==> src/inc/timer_flags_map.svh <==
`ifndef TIMER_FLAGS_MAP_SVH
`define TIMER_FLAGS_MAP_SVH

// -------------------------------------------------------------
// special function addresses
// -------------------------------------------------------------
`define TRIC_BYTE_ADDR 8'h88
`define TRIC_BIT_FIRST 8'h88
`define TRIC_BIT_LAST 8'h8F
`define T2C_BYTE_ADDR 8'hC8
`define T2C_BIT_FIRST 8'hC8
`define T2C_BIT_LAST 8'hCF

// -------------------------------------------------------------
// field positions, run/irq control register
// -------------------------------------------------------------
`define TRIC_T1_OVF 7
`define TRIC_T1_RUN 6
`define TRIC_T0_OVF 5
`define TRIC_T0_RUN 4
`define TRIC_X1_FLAG 3
`define TRIC_X1_TYPE 2
`define TRIC_X0_FLAG 1
`define TRIC_X0_TYPE 0

// -------------------------------------------------------------
// field positions, timer two control register
// -------------------------------------------------------------
`define T2C_OVF 7
`define T2C_EXT 6
`define T2C_RX_BAUD 5
`define T2C_TX_BAUD 4
`define T2C_TRIG_EN 3
`define T2C_RUN 2
`define T2C_SRC 1
`define T2C_CAP 0

// -------------------------------------------------------------
// reset values
// -------------------------------------------------------------
`define TRIC_RESET 8'h00
`define T2C_RESET 8'h00

`endif

==> src/inc/timer_flags_pkg.sv <==
package timer_flags_pkg;

    // sfr access from the core, byte or bit addressed
    typedef struct packed {
        logic wr;
        logic rd;
        logic bit_op;
        logic [7:0] addr;
        logic [7:0] wdata;
    } sfr_req_t;

    // timer events produced by the counting datapaths
    typedef struct packed {
        logic t0_ovf;
        logic t1_ovf;
        logic t2_ovf;
    } tmr_evt_t;

    // vector acknowledges from interrupt logic
    typedef struct packed {
        logic t0;
        logic t1;
        logic x0;
        logic x1;
    } vec_ack_t;

    // timer two edge detector states
    typedef enum logic [1:0] {
        ST_IDLE,
        ST_HIGH,
        ST_LOW
    } edge_st_t;

endpackage

==> src/logic/timer_control_flags.sv <==
`timescale 1ns/1ps
`default_nettype none
`include "timer_flags_map.svh"

//Function
// - first register at 0x88, bits 0x88-0x8F
// - timer one overflow sets, vector clears
// - timer one counts only while run bit
// - timer zero overflow sets, vector clears
// - timer zero counts only while run bit
// - irq one flag, edge or level set
// - irq one type: one edge, zero level
// - irq zero flag, edge or level set
// - irq zero type: one edge, zero level
// - timer two overflow flag, blocked by baud
// - trigger edge capture/reload sets external flag
// - receive baud from timer two or one
// - transmit baud from timer two or one
// - trigger enable gates pin, not when baud
// - timer two advances only while run
// - source select: count pin or core clock
// - capture select: capture or autoreload
// - baud select forces autoreload on overflow
// - gate bit requires irq pin high
module timer_control_flags
    import timer_flags_pkg::*;
(
    input wire logic clock,
    input wire logic rstn,
    input wire sfr_req_t sfr_req,
    output logic [7:0] sfr_rdata,
    output logic sfr_hit,
    input wire tmr_evt_t tmr_evt,
    input wire vec_ack_t vec_ack,
    input wire logic timer_zero_gate,
    input wire logic timer_one_gate,
    input wire logic ext_irq_zero_pin,
    input wire logic ext_irq_one_pin,
    input wire logic timer_two_trigger_pin,
    input wire logic timer_two_count_pin,
    output logic timer_zero_enable,
    output logic timer_one_enable,
    output logic timer_two_enable,
    output logic timer_two_count_tick,
    output logic timer_two_capture,
    output logic timer_two_reload,
    output logic rx_baud_from_timer_two,
    output logic tx_baud_from_timer_two,
    output logic rx_baud_tick,
    output logic tx_baud_tick,
    output logic [3:0] irq_request
);

    // ----------------------------------------------------------
    // state
    // ----------------------------------------------------------
    typedef struct packed {
        logic [7:0] tric;
        logic [7:0] t2c;
        logic [7:0] rdata;
        logic capture;
        logic reload;
        logic rx_tick;
        logic tx_tick;
    } ctl_st_t;

    ctl_st_t st_ff;
    ctl_st_t nxt_st;

    // synchronised pins
    logic [3:0] pin_level; // trigger, count, irq one, irq zero
    logic [3:0] pin_fall;

    // decoded writes
    logic tric_hit;
    logic t2c_hit;
    logic [7:0] tric_mask;
    logic [7:0] tric_val;
    logic [7:0] t2c_mask;
    logic [7:0] t2c_val;

    // ----------------------------------------------------------
    // pin synchronisers
    // ----------------------------------------------------------
    // every pin is asynchronous to the core clock, so nothing reads
    // it before two flops; levels lag the pin by two edges and a
    // falling edge is reported on that same edge
    pin_sync #(
        .WIDTH(4)
    ) u_pins (
        .clock(clock),
        .rstn(rstn),
        .pin({timer_two_trigger_pin, timer_two_count_pin,
              ext_irq_one_pin, ext_irq_zero_pin}),
        .level(pin_level),
        .fall(pin_fall)
    );

    // ----------------------------------------------------------
    // address decode
    // ----------------------------------------------------------
    // one decoder per register; each turns byte or bit writes into
    // a mask and a value so both registers merge writes alike
    sfr_bit_decode #(
        .BASE(`TRIC_BYTE_ADDR)
    ) u_dec_tric (
        .req(sfr_req),
        .hit(tric_hit),
        .wmask(tric_mask),
        .wval(tric_val)
    );

    sfr_bit_decode #(
        .BASE(`T2C_BYTE_ADDR)
    ) u_dec_t2c (
        .req(sfr_req),
        .hit(t2c_hit),
        .wmask(t2c_mask),
        .wval(t2c_val)
    );

    // applies a masked software write to a byte
    function automatic logic [7:0] sw_merge(
        input logic [7:0] cur,
        input logic [7:0] mask,
        input logic [7:0] val
    );
        sw_merge = (cur & ~mask) | (val & mask);
    endfunction

    // one register's view for a read: whole byte, or one bit in bit 0
    function automatic logic [7:0] read_view(
        input logic [7:0] regval,
        input logic bit_op,
        input logic [2:0] bit_sel
    );
        read_view = bit_op ? {7'h00, regval[bit_sel]} : regval;
    endfunction

    // ----------------------------------------------------------
    // combinational helpers
    // ----------------------------------------------------------
    logic baud_any;
    logic trig_evt;
    logic t2_tick;
    logic [7:0] tric_sw;
    logic [7:0] t2c_sw;

    // baud select holds timer two in autoreload service
    assign baud_any = st_ff.t2c[`T2C_RX_BAUD] | st_ff.t2c[`T2C_TX_BAUD];
    // trigger falls honoured only when enabled and not clocking baud
    assign trig_evt = pin_fall[3] & st_ff.t2c[`T2C_TRIG_EN] & ~baud_any;
    // tick source: count pin edge or every core clock
    assign t2_tick = st_ff.t2c[`T2C_SRC] ? pin_fall[2] : 1'b1;
    // software view of both registers before hardware events apply
    assign tric_sw = sw_merge(st_ff.tric, tric_mask, tric_val);
    assign t2c_sw = sw_merge(st_ff.t2c, t2c_mask, t2c_val);

    // ----------------------------------------------------------
    // next-state logic
    // ----------------------------------------------------------
    always_comb begin
        nxt_st = st_ff;
        // software writes first; hardware updates follow and win
        nxt_st.tric = tric_sw;
        nxt_st.t2c = t2c_sw;

        // timer one overflow flag
        if (vec_ack.t1) begin
            nxt_st.tric[`TRIC_T1_OVF] = 1'b0;
        end
        if (tmr_evt.t1_ovf) begin
            nxt_st.tric[`TRIC_T1_OVF] = 1'b1;
        end

        // timer zero overflow flag
        if (vec_ack.t0) begin
            nxt_st.tric[`TRIC_T0_OVF] = 1'b0;
        end
        if (tmr_evt.t0_ovf) begin
            nxt_st.tric[`TRIC_T0_OVF] = 1'b1;
        end

        // external irq one: edge latches, level follows pin
        // in level mode the pin owns the flag, so software writes to
        // it are overridden here; a vector ack there has no effect
        if (st_ff.tric[`TRIC_X1_TYPE]) begin
            if (vec_ack.x1) begin
                nxt_st.tric[`TRIC_X1_FLAG] = 1'b0;
            end
            if (pin_fall[1]) begin
                nxt_st.tric[`TRIC_X1_FLAG] = 1'b1;
            end
        end else begin
            nxt_st.tric[`TRIC_X1_FLAG] = ~pin_level[1];
        end

        // external irq zero: same scheme
        if (st_ff.tric[`TRIC_X0_TYPE]) begin
            if (vec_ack.x0) begin
                nxt_st.tric[`TRIC_X0_FLAG] = 1'b0;
            end
            if (pin_fall[0]) begin
                nxt_st.tric[`TRIC_X0_FLAG] = 1'b1;
            end
        end else begin
            nxt_st.tric[`TRIC_X0_FLAG] = ~pin_level[0];
        end

        // timer two overflow flag, never while baud selected
        if (tmr_evt.t2_ovf && !baud_any) begin
            nxt_st.t2c[`T2C_OVF] = 1'b1;
        end

        // capture or reload strobes to the timer two datapath
        // strobes are one-cycle pulses; capture and reload never
        // come together since the branches below are exclusive
        nxt_st.capture = 1'b0;
        nxt_st.reload = 1'b0;
        if (baud_any) begin
            // forced autoreload, capture select ignored
            nxt_st.reload = tmr_evt.t2_ovf;
        end else if (st_ff.t2c[`T2C_CAP]) begin
            nxt_st.capture = trig_evt;
        end else begin
            nxt_st.reload = tmr_evt.t2_ovf | trig_evt;
        end

        // external flag on any trigger-caused capture or reload
        if (trig_evt) begin
            nxt_st.t2c[`T2C_EXT] = 1'b1;
        end

        // baud ticks for serial modes 1 and 3
        nxt_st.rx_tick = st_ff.t2c[`T2C_RX_BAUD] ? tmr_evt.t2_ovf
                                                 : tmr_evt.t1_ovf;
        nxt_st.tx_tick = st_ff.t2c[`T2C_TX_BAUD] ? tmr_evt.t2_ovf
                                                 : tmr_evt.t1_ovf;

        // registered read data, previous state visible
        // a read in the same cycle as a write shows the old contents
        if (sfr_req.rd && tric_hit) begin
            nxt_st.rdata = read_view(st_ff.tric, sfr_req.bit_op, sfr_req.addr[2:0]);
        end else if (sfr_req.rd && t2c_hit) begin
            nxt_st.rdata = read_view(st_ff.t2c, sfr_req.bit_op, sfr_req.addr[2:0]);
        end else begin
            // unmapped or idle: read data rests at zero
            nxt_st.rdata = 8'h00;
        end
    end

    // ----------------------------------------------------------
    // state register
    // ----------------------------------------------------------
    // synchronous reset loads constants only; both registers come
    // up zero, so both irq inputs start in level mode
    always_ff @(posedge clock) begin
        if (!rstn) begin
            st_ff.tric <= `TRIC_RESET;
            st_ff.t2c <= `T2C_RESET;
            st_ff.rdata <= 8'h00;
            st_ff.capture <= 1'b0;
            st_ff.reload <= 1'b0;
            st_ff.rx_tick <= 1'b0;
            st_ff.tx_tick <= 1'b0;
        end else begin
            st_ff <= nxt_st;
        end
    end

    // ----------------------------------------------------------
    // outputs
    // ----------------------------------------------------------
    // read data straight from its flop
    assign sfr_rdata = st_ff.rdata;
    // hit is combinational from the request of this cycle
    assign sfr_hit = tric_hit | t2c_hit;

    // run bit alone, or with gate the irq pin must be high
    assign timer_zero_enable = st_ff.tric[`TRIC_T0_RUN]
                             & (~timer_zero_gate | pin_level[0]);
    assign timer_one_enable = st_ff.tric[`TRIC_T1_RUN]
                            & (~timer_one_gate | pin_level[1]);
    assign timer_two_enable = st_ff.t2c[`T2C_RUN];
    assign timer_two_count_tick = st_ff.t2c[`T2C_RUN] & t2_tick;
    // registered strobes to the timer two datapath
    assign timer_two_capture = st_ff.capture;
    assign timer_two_reload = st_ff.reload;
    assign rx_baud_from_timer_two = st_ff.t2c[`T2C_RX_BAUD];
    assign tx_baud_from_timer_two = st_ff.t2c[`T2C_TX_BAUD];
    // baud ticks lag the selected overflow by one edge
    assign rx_baud_tick = st_ff.rx_tick;
    assign tx_baud_tick = st_ff.tx_tick;
    // request lines: timer zero, irq zero, timer one, irq one
    assign irq_request = {st_ff.tric[`TRIC_X1_FLAG], st_ff.tric[`TRIC_T1_OVF],
                          st_ff.tric[`TRIC_X0_FLAG], st_ff.tric[`TRIC_T0_OVF]};

endmodule

`default_nettype wire

==> src/logic/pin_sync.sv <==
`timescale 1ns/1ps
`default_nettype none

// two-flop synchroniser with a falling-edge pulse behind it
module pin_sync
    import timer_flags_pkg::*;
#(
    parameter int WIDTH = 1
) (
    input wire logic clock,
    input wire logic rstn,
    input wire logic [WIDTH-1:0] pin,
    output logic [WIDTH-1:0] level,
    output logic [WIDTH-1:0] fall
);

    // ----------------------------------------------------------
    // state
    // ----------------------------------------------------------
    typedef struct packed {
        logic [WIDTH-1:0] s1;
        logic [WIDTH-1:0] s2;
        logic [WIDTH-1:0] s3;
    } sync_st_t;

    sync_st_t st_ff;
    sync_st_t nxt_st;

    initial begin
        if (WIDTH < 1) $error("pin_sync width must be at least one");
    end

    // next state: first stage read only by second stage
    always_comb begin
        nxt_st = st_ff;
        nxt_st.s1 = pin;
        nxt_st.s2 = st_ff.s1;
        nxt_st.s3 = st_ff.s2;
    end

    // registers idle high, matching pulled-up pins
    always_ff @(posedge clock) begin
        if (!rstn) begin
            st_ff <= '1;
        end else begin
            st_ff <= nxt_st;
        end
    end

    assign level = st_ff.s2;
    assign fall = st_ff.s3 & ~st_ff.s2;

endmodule

`default_nettype wire

==> src/logic/sfr_bit_decode.sv <==
`timescale 1ns/1ps
`default_nettype none

// turns a byte or bit access into per-bit write strobes
module sfr_bit_decode
    import timer_flags_pkg::*;
#(
    parameter logic [7:0] BASE = 8'h88
) (
    input wire sfr_req_t req,
    output logic hit,
    output logic [7:0] wmask,
    output logic [7:0] wval
);

    initial begin
        if (BASE[2:0] != 3'h0) $error("base must be eight aligned");
    end

    // byte access hits the base only; bit access any of eight
    always_comb begin
        wmask = 8'h00;
        wval = req.wdata;
        if (req.bit_op) begin
            hit = (req.addr[7:3] == BASE[7:3]);
            if (req.wr && hit) begin
                wmask[req.addr[2:0]] = 1'b1;
                wval = {8{req.wdata[0]}};
            end
        end else begin
            hit = (req.addr == BASE);
            if (req.wr && hit) begin
                wmask = 8'hFF;
            end
        end
    end

endmodule

`default_nettype wire

==> config.mk <==
export PLATFORM = sky130hd
export DESIGN_NAME = timer_control_flags
export DESIGN_NICKNAME = d
export VERILOG_FILES = /design/src/inc/timer_flags_pkg.sv /design/src/logic/timer_control_flags.sv /design/src/logic/pin_sync.sv /design/src/logic/sfr_bit_decode.sv
export VERILOG_INCLUDE_DIRS = /design/src /design/src/inc
export SDC_FILE = /design/constraint.sdc
export NUM_CORES = 1
export LEC_CHECK = 0
export BUFFER_PORTS_ARGS = -buffer_cell sky130_fd_sc_hd__buf_2
export CAP_MARGIN = 20
export CORE_UTILIZATION = 52
export CTS_CLUSTER_SIZE = 28
export DETAILED_ROUTE_END_ITERATION = 10
export GPL_TIMING_DRIVEN = 1
export HOLD_SLACK_MARGIN = 0.1
export PLACE_DENSITY_LB_ADDON = 0.3
export SETUP_SLACK_MARGIN = 0.5
export SYNTH_ARGS = -nofsm -noshare
export SYNTH_HDL_FRONTEND = slang
export SYNTH_SLANG_ARGS = --single-unit
export TNS_END_PERCENT = 5
==> constraint.sdc <==
create_clock -name clock -period 1.9 [get_ports clock]
set_clock_uncertainty 0.2 [all_clocks]
set_input_delay 0.19 -clock clock [delete_from_list [all_inputs] [get_ports clock]]
set_output_delay 0.19 -clock clock [all_outputs]
set_load 0.005 [all_outputs]
; After elaboration in Yosys (flattened, before gate mapping)
; Index checks and enable logic that the tools add are counted.
[op_classes]
bitwise = 27
n_lt_le_gt_ge = 2
mux = 39
n_shift = 0
n_addsub = 0
eq_ne = 4
n_reduce_logical = 10
div = 0
n_mul = 0
[ops]
columns = op, count
row1 = two-way mux 8 bit, 14
row2 = bitwise AND 8 bit, 4
row3 = two-way mux 1 bit, 22
row4 = "equality test 8 bit, second input constant", 2
row5 = NOT 8 bit, 2
row6 = OR 8 bit, 2
row7 = "equality test 5 bit, second input constant", 2
row8 = logical AND 1 bit, 8
row9 = NOT 1 bit, 7
row10 = binary-select mux 1 bit (select 3 bit), 2
row11 = bitwise AND 1 bit, 5
row12 = OR 1 bit, 5
row13 = bitwise AND 4 bit, 1
row14 = "< comparator 3 x 4 -> 1 bit, second input constant", 1
row15 = NOT 4 bit, 1
row16 = demux 1 bit (select 3 bit), 1
row17 = "greater-or-equal comparator 3 x 1 -> 1 bit, second input constant", 1
row18 = OR reduction 3 bit, 1
row19 = logical NOT 1 bit, 1
[totals]
mem_bits_ro = 0
latch_bits = 0
n_memories = 0
mem_bits_rw = 0
inputBits = 34
output_inout_bits = 23
regBits = 40

; Logic depth before layout (Yosys ltp)
[depth]
word_depth = 12
depth_mapped = 6
mapped_depth_nobuf = 4

; Modules after synthesis
; From an unflattened synthesis, not the netlist that was laid out.
[unflattened]
cells_unflattened = 276
area_unflattened_um2 = 2366.0
[by_module_without_submodules]
columns = mod, seq_area_each_um2, n_inst, cells_per_inst, area_per_inst_um2
row1 = timer_control_flags, 560.5, 1, 146, 1375.1
row2 = pin_sync, 240.2, 1, 33, 394.1
row3 = sfr_bit_decode at u_dec_tric, 0.0, 1, 49, 322.8
row4 = sfr_bit_decode at u_dec_t2c, 0.0, 1, 48, 274.0

; Least setup slack after synthesis
; Ideal clock, no wire load.
[synth_path]
kind = input-to-reg
start = input port sfr_req[16] (netlist name)
end = register st_ff[19] (netlist name)
required_ns = 1.568
setup_slack_ns = 0.239
arrival_time_ns = 1.328
path_buffers = 1
cell_stages = 5
setup_time_ns = 0.132
path_cell_list = buf_6 > or4_4 > a211oi_2 > mux2i_1 > a21oi_1
[synth_via]
elab_chain_len = 5
elab_cells_between_ends = 7
classes_between = 3 x mux / 4 x bitwise
[synth_rtl]
columns = element, line
row1 = "start, declared", timer_control_flags.sv:30  ; input wire sfr_req_t sfr_req,
row2 = two-way mux 8 bit, sfr_bit_decode.sv:24  ; if (req.bit_op) begin
row3 = NOT 8 bit, timer_control_flags.sv:128  ; sw_merge = (cur & ~mask) | (val & mask);
row4 = bitwise AND 8 bit, timer_control_flags.sv:128
row5 = OR 8 bit (*), timer_control_flags.sv:128
row6 = two-way mux 1 bit (*), timer_control_flags.sv:211  ; if (tmr_evt.t2_ovf && !baud_any) begin
row7 = "end signal, assigned", timer_control_flags.sv:267  ; st_ff <= nxt_st;
row8 = "end, declared", timer_control_flags.sv:67  ; ctl_st_t st_ff;
; Mark *: on every way between the ends. The rest lies on a longest branch, timed or not.
; A chain may end at the register's enable or synchronous reset.

; Worst setup path after layout
[layout_path]
start = register st_ff (netlist bit irq_request[3])
end = register st_ff (netlist bit sfr_rdata[0])
[layout_via]
elab_chain_len = 4
[layout_rtl]
columns = element, line
row1 = binary-select mux 1 bit (select 3 bit), timer_control_flags.sv:137  ; read_view = bit_op ? {7'h00, regval[bit_sel]} : regval;
row2 = two-way mux 1 bit (implied by the code), timer_control_flags.sv:137
row3 = two-way mux 8 bit, timer_control_flags.sv:137
row4 = two-way mux 8 bit, timer_control_flags.sv:242  ; if (sfr_req.rd && tric_hit) begin
; No other way between the ends. The select of a mux whose other input is x is not followed.

==> flow_metrics.env <==
export IMPL_viasPerCell=5.56
export IMPL_synth_edf_count=0
export IMPL_fin_tns_setup_ns=0
export IMPL_drv_cap=0
export IMPL_die_h_microns=65.0
export IMPL_fin_nets=342
export IMPL_grt_max_degree=24
export IMPL_crit_path_max_fanout=3
export IMPL_multi_input_area_sq_mm=0.00109
export IMPL_worstPathArrival_ns=1.45
export IMPL_postLayoutCellArea_sq_mm=0.00265
export IMPL_cp_data_required_time_ns=1.88
export IMPL_fillers=314
export IMPL_relSlewSlack=0.736
export IMPL_grtUsageTotal=0.262
export IMPL_ys_ff_latch=40
export IMPL_critPathLaunchType="flop"
export IMPL_yosys_cell_count_top_type="dfxtp_1"
export IMPL_min_from="sfr_req[14]"
export IMPL_h_tree_depth=2
export IMPL_grt_pass1_wl_microns=8400
export IMPL_final_seq_area_sq_um=821
export IMPL_drcViolationCount=0
export IMPL_ys_seq_area_frac=0.389
export IMPL_drtPass1Iterations=4
export IMPL_clock_path_buffers=2
export IMPL_fmax_ghz=0.676
export IMPL_rows=22
export IMPL_p_leak_nw=1.17
export IMPL_tightest_slew_ns=0.392
export IMPL_yosys_warnings=0
export IMPL_fp_dieArea_sq_mm=0.00422
export IMPL_power_density_mw_per_mm2=670
export IMPL_synthCells=242
export IMPL_crit_start="irq_request[3]$_SDFF_PN0_"
export IMPL_rsz0062_at_grt="true"
export IMPL_dp_hpwl_microns=3670
export IMPL_hold_class="in2reg"
export IMPL_ys_top_cells_by_count="dfxtp_1 (40), nor2_1 (24), nand2_1 (15), nand2b_1 (14)"
export IMPL_cts_sinks=40
export IMPL_coreArea_sq_mm=0.00374
export IMPL_area_delta_synth_final_pct=28.7
export IMPL_start_util=0.550
export IMPL_clock_latency_ns=0.29
export IMPL_diodes=0
export IMPL_ir_drop_v=0.000519
export IMPL_setup_violations_final=0
export IMPL_numCtsBuffers=5
export IMPL_drtIter0Drc=185
export IMPL_wl_microns=5290
export IMPL_endpoint_kind="flop"
export IMPL_grt_overflow=0
export IMPL_grt_pass1_vias=1807
export IMPL_whs_path_depth=3
export IMPL_min_period_ns=1.48
export IMPL_die_w_microns=65.0
export IMPL_r2r_slack_ns=0.42
export IMPL_drive_gt1_frac=0.320
export IMPL_min_to="sfr_rdata[0]$_SDFF_PN0_"
export IMPL_r2r_end="sfr_rdata[0]$_SDFF_PN0_"
export IMPL_drv_slew=0
export IMPL_synth_area_leader_cell="dfxtp_1"
export IMPL_port_buffers=56
export IMPL_reg2regPathDepth=4
export IMPL_status="completed"
export IMPL_clk_pin_slew_ns=0.07
export IMPL_root_buffer="clkbuf_8"
export IMPL_final_hold_viol_count=0
export IMPL_dr_total_vias=1985
export IMPL_r2r_start="irq_request[3]$_SDFF_PN0_"
export IMPL_place_area_sq_mm=0.00232
export IMPL_cts_tree="yes"
export IMPL_ioPinCount=57
export IMPL_netlist_area_sq_mm=0.00206
export IMPL_antenna_found_initial=0
export IMPL_ys_flop_type="dfxtp_1"
export IMPL_worst_slack_ns=0.421
export IMPL_postSynthAreaPerCell_sq_um=8.52
export IMPL_place_gp_congestion=0.905
export IMPL_ctsHoldBuffers=12
export IMPL_fin_crit_sh=0.779
export IMPL_ys_types=50
export IMPL_wl_per_cell_microns=14.8
export IMPL_crit_type="reg2reg"
export IMPL_syn_nets=276
export IMPL_async_flop_share=0
export IMPL_yosys_area_top_type_share=0.389
export IMPL_netlist_top_cells_area="dfxtp_1 (39%), mux2i_1 (5.3%), buf_4 (4.4%)"
export IMPL_postRouteAntennaNets=0
export IMPL_dp_slack_ns=0.131
## per-layer routing
metal | vias to the layer above | share of wire | GRT usage
met5 | - | 0 | 0
met2 | 80 | 0.50 | 0.480
met4 | 0 | 0.0026 | 0.0500
met3 | 2 | 0.072 | 0.0440
li1 | 980 | - | -
met1 | 923 | 0.43 | 0.317
## power breakdown
part	total, mW	switching (mW)	internal [mW]
combinational	0.243	0.128	0.116
sequential	0.862	0.00810	0.854
clock	0.669	0.280	0.390
## critical path, stage by stage, from the launching register on
cell and delay (ns):
dfxtp_4 0.36, mux4_2 0.44, nand2b_4 0.15, a22oi_2 0.14, o22ai_1 0.08
## cells in the final DEF, fill, tap and decap left out, types with 2 or more instances in the layout
master | netlist | routed
nand4_1 | 7 | 7
nand2b_1 | 14 | 13
or3_1 | 4 | 4
xnor2_1 | 3 | 3
nor2_1 | 24 | 24
nand3b_1 | 3 | 3
buf_2 | 8 | 56
nand2_1 | 15 | 15
a21oi_2 | 0 | 2
dfxtp_1 | 40 | 32
a21oi_1 | 10 | 8
a22oi_1 | 9 | 8
clkbuf_8 | 0 | 5
nor2b_1 | 4 | 4
a211oi_1 | 5 | 5
and2_1 | 1 | 2
o22ai_1 | 2 | 2
dfxtp_2 | 0 | 4
mux2i_1 | 11 | 11
nand3_1 | 9 | 9
a211o_1 | 2 | 2
o31ai_1 | 2 | 2
dlygate4sd3_1 | 0 | 12
inv_1 | 12 | 12
o21ai_0 | 6 | 6
nor3_1 | 5 | 5
buf_4 | 12 | 17
dfxtp_4 | 0 | 4
## cell families (layout without fill, tap and decap cells)
group | Yosys count | after routing | synth area share
and+or+nand+nor | 97 | 97 | 0.254
DFF | 40 | 40 | 0.389
xor gates and xnor gates | 3 | 3 | 0.0128
muxes | 13 | 13 | 0.0698
buffers and inverters | 39 | 106 | 0.101
AOI/OAI and AO/OA | 50 | 50 | 0.174
## worst max-delay path by stage
stage | to | cells past startpoint
after global placement | sfr_rdata[0]$_SDFF_PN0_ | 5
final | sfr_rdata[0]$_SDFF_PN0_ | 4
after floorplan | st_ff[19]$_SDFF_PN0_ | 5
after global routing | sfr_rdata[0]$_SDFF_PN0_ | 4
after CTS | sfr_rdata[0]$_SDFF_PN0_ | 4
after detailed placement | irq_request[3]$_SDFF_PN0_ | 5
## through the flow
stage | power (mW) | utilization | instances | hold slack (ns)
after global routing | 1.84 | 0.708 | 357 | 0.0799
after floorplan | 1.01 | - | 242 | 0.0915
final | 1.78 | 0.708 | 357 | 0.0443
after global placement | 1.09 | 0.621 | 331 | 0.169
after detailed placement | 1.09 | 0.621 | 331 | 0.175
after CTS | 1.78 | 0.699 | 356 | 0.0218
## what timing repair did
item | in CTS | in global routing
pin swaps | 2 | 2
gates resized for setup | 13 | 9
endpoints found under the setup margin | 17 | 29
buffers inserted | 5 | 1
hold endpoints to repair | 15 | 1
gates cloned | 0 | 0
## area by class of cell
class / instances / area share
Sequential cell: 40 / 0.310
Timing Repair Buffer: 85 / 0.199
Multi-Input combinational cell: 163 / 0.410
Clock inverter: 2 / 0.0132
Inverter: 13 / 0.0184
Clock buffer: 6 / 0.0274
Tap cell: 48 / 0.0227
Power figures use the tool's default switching activity.
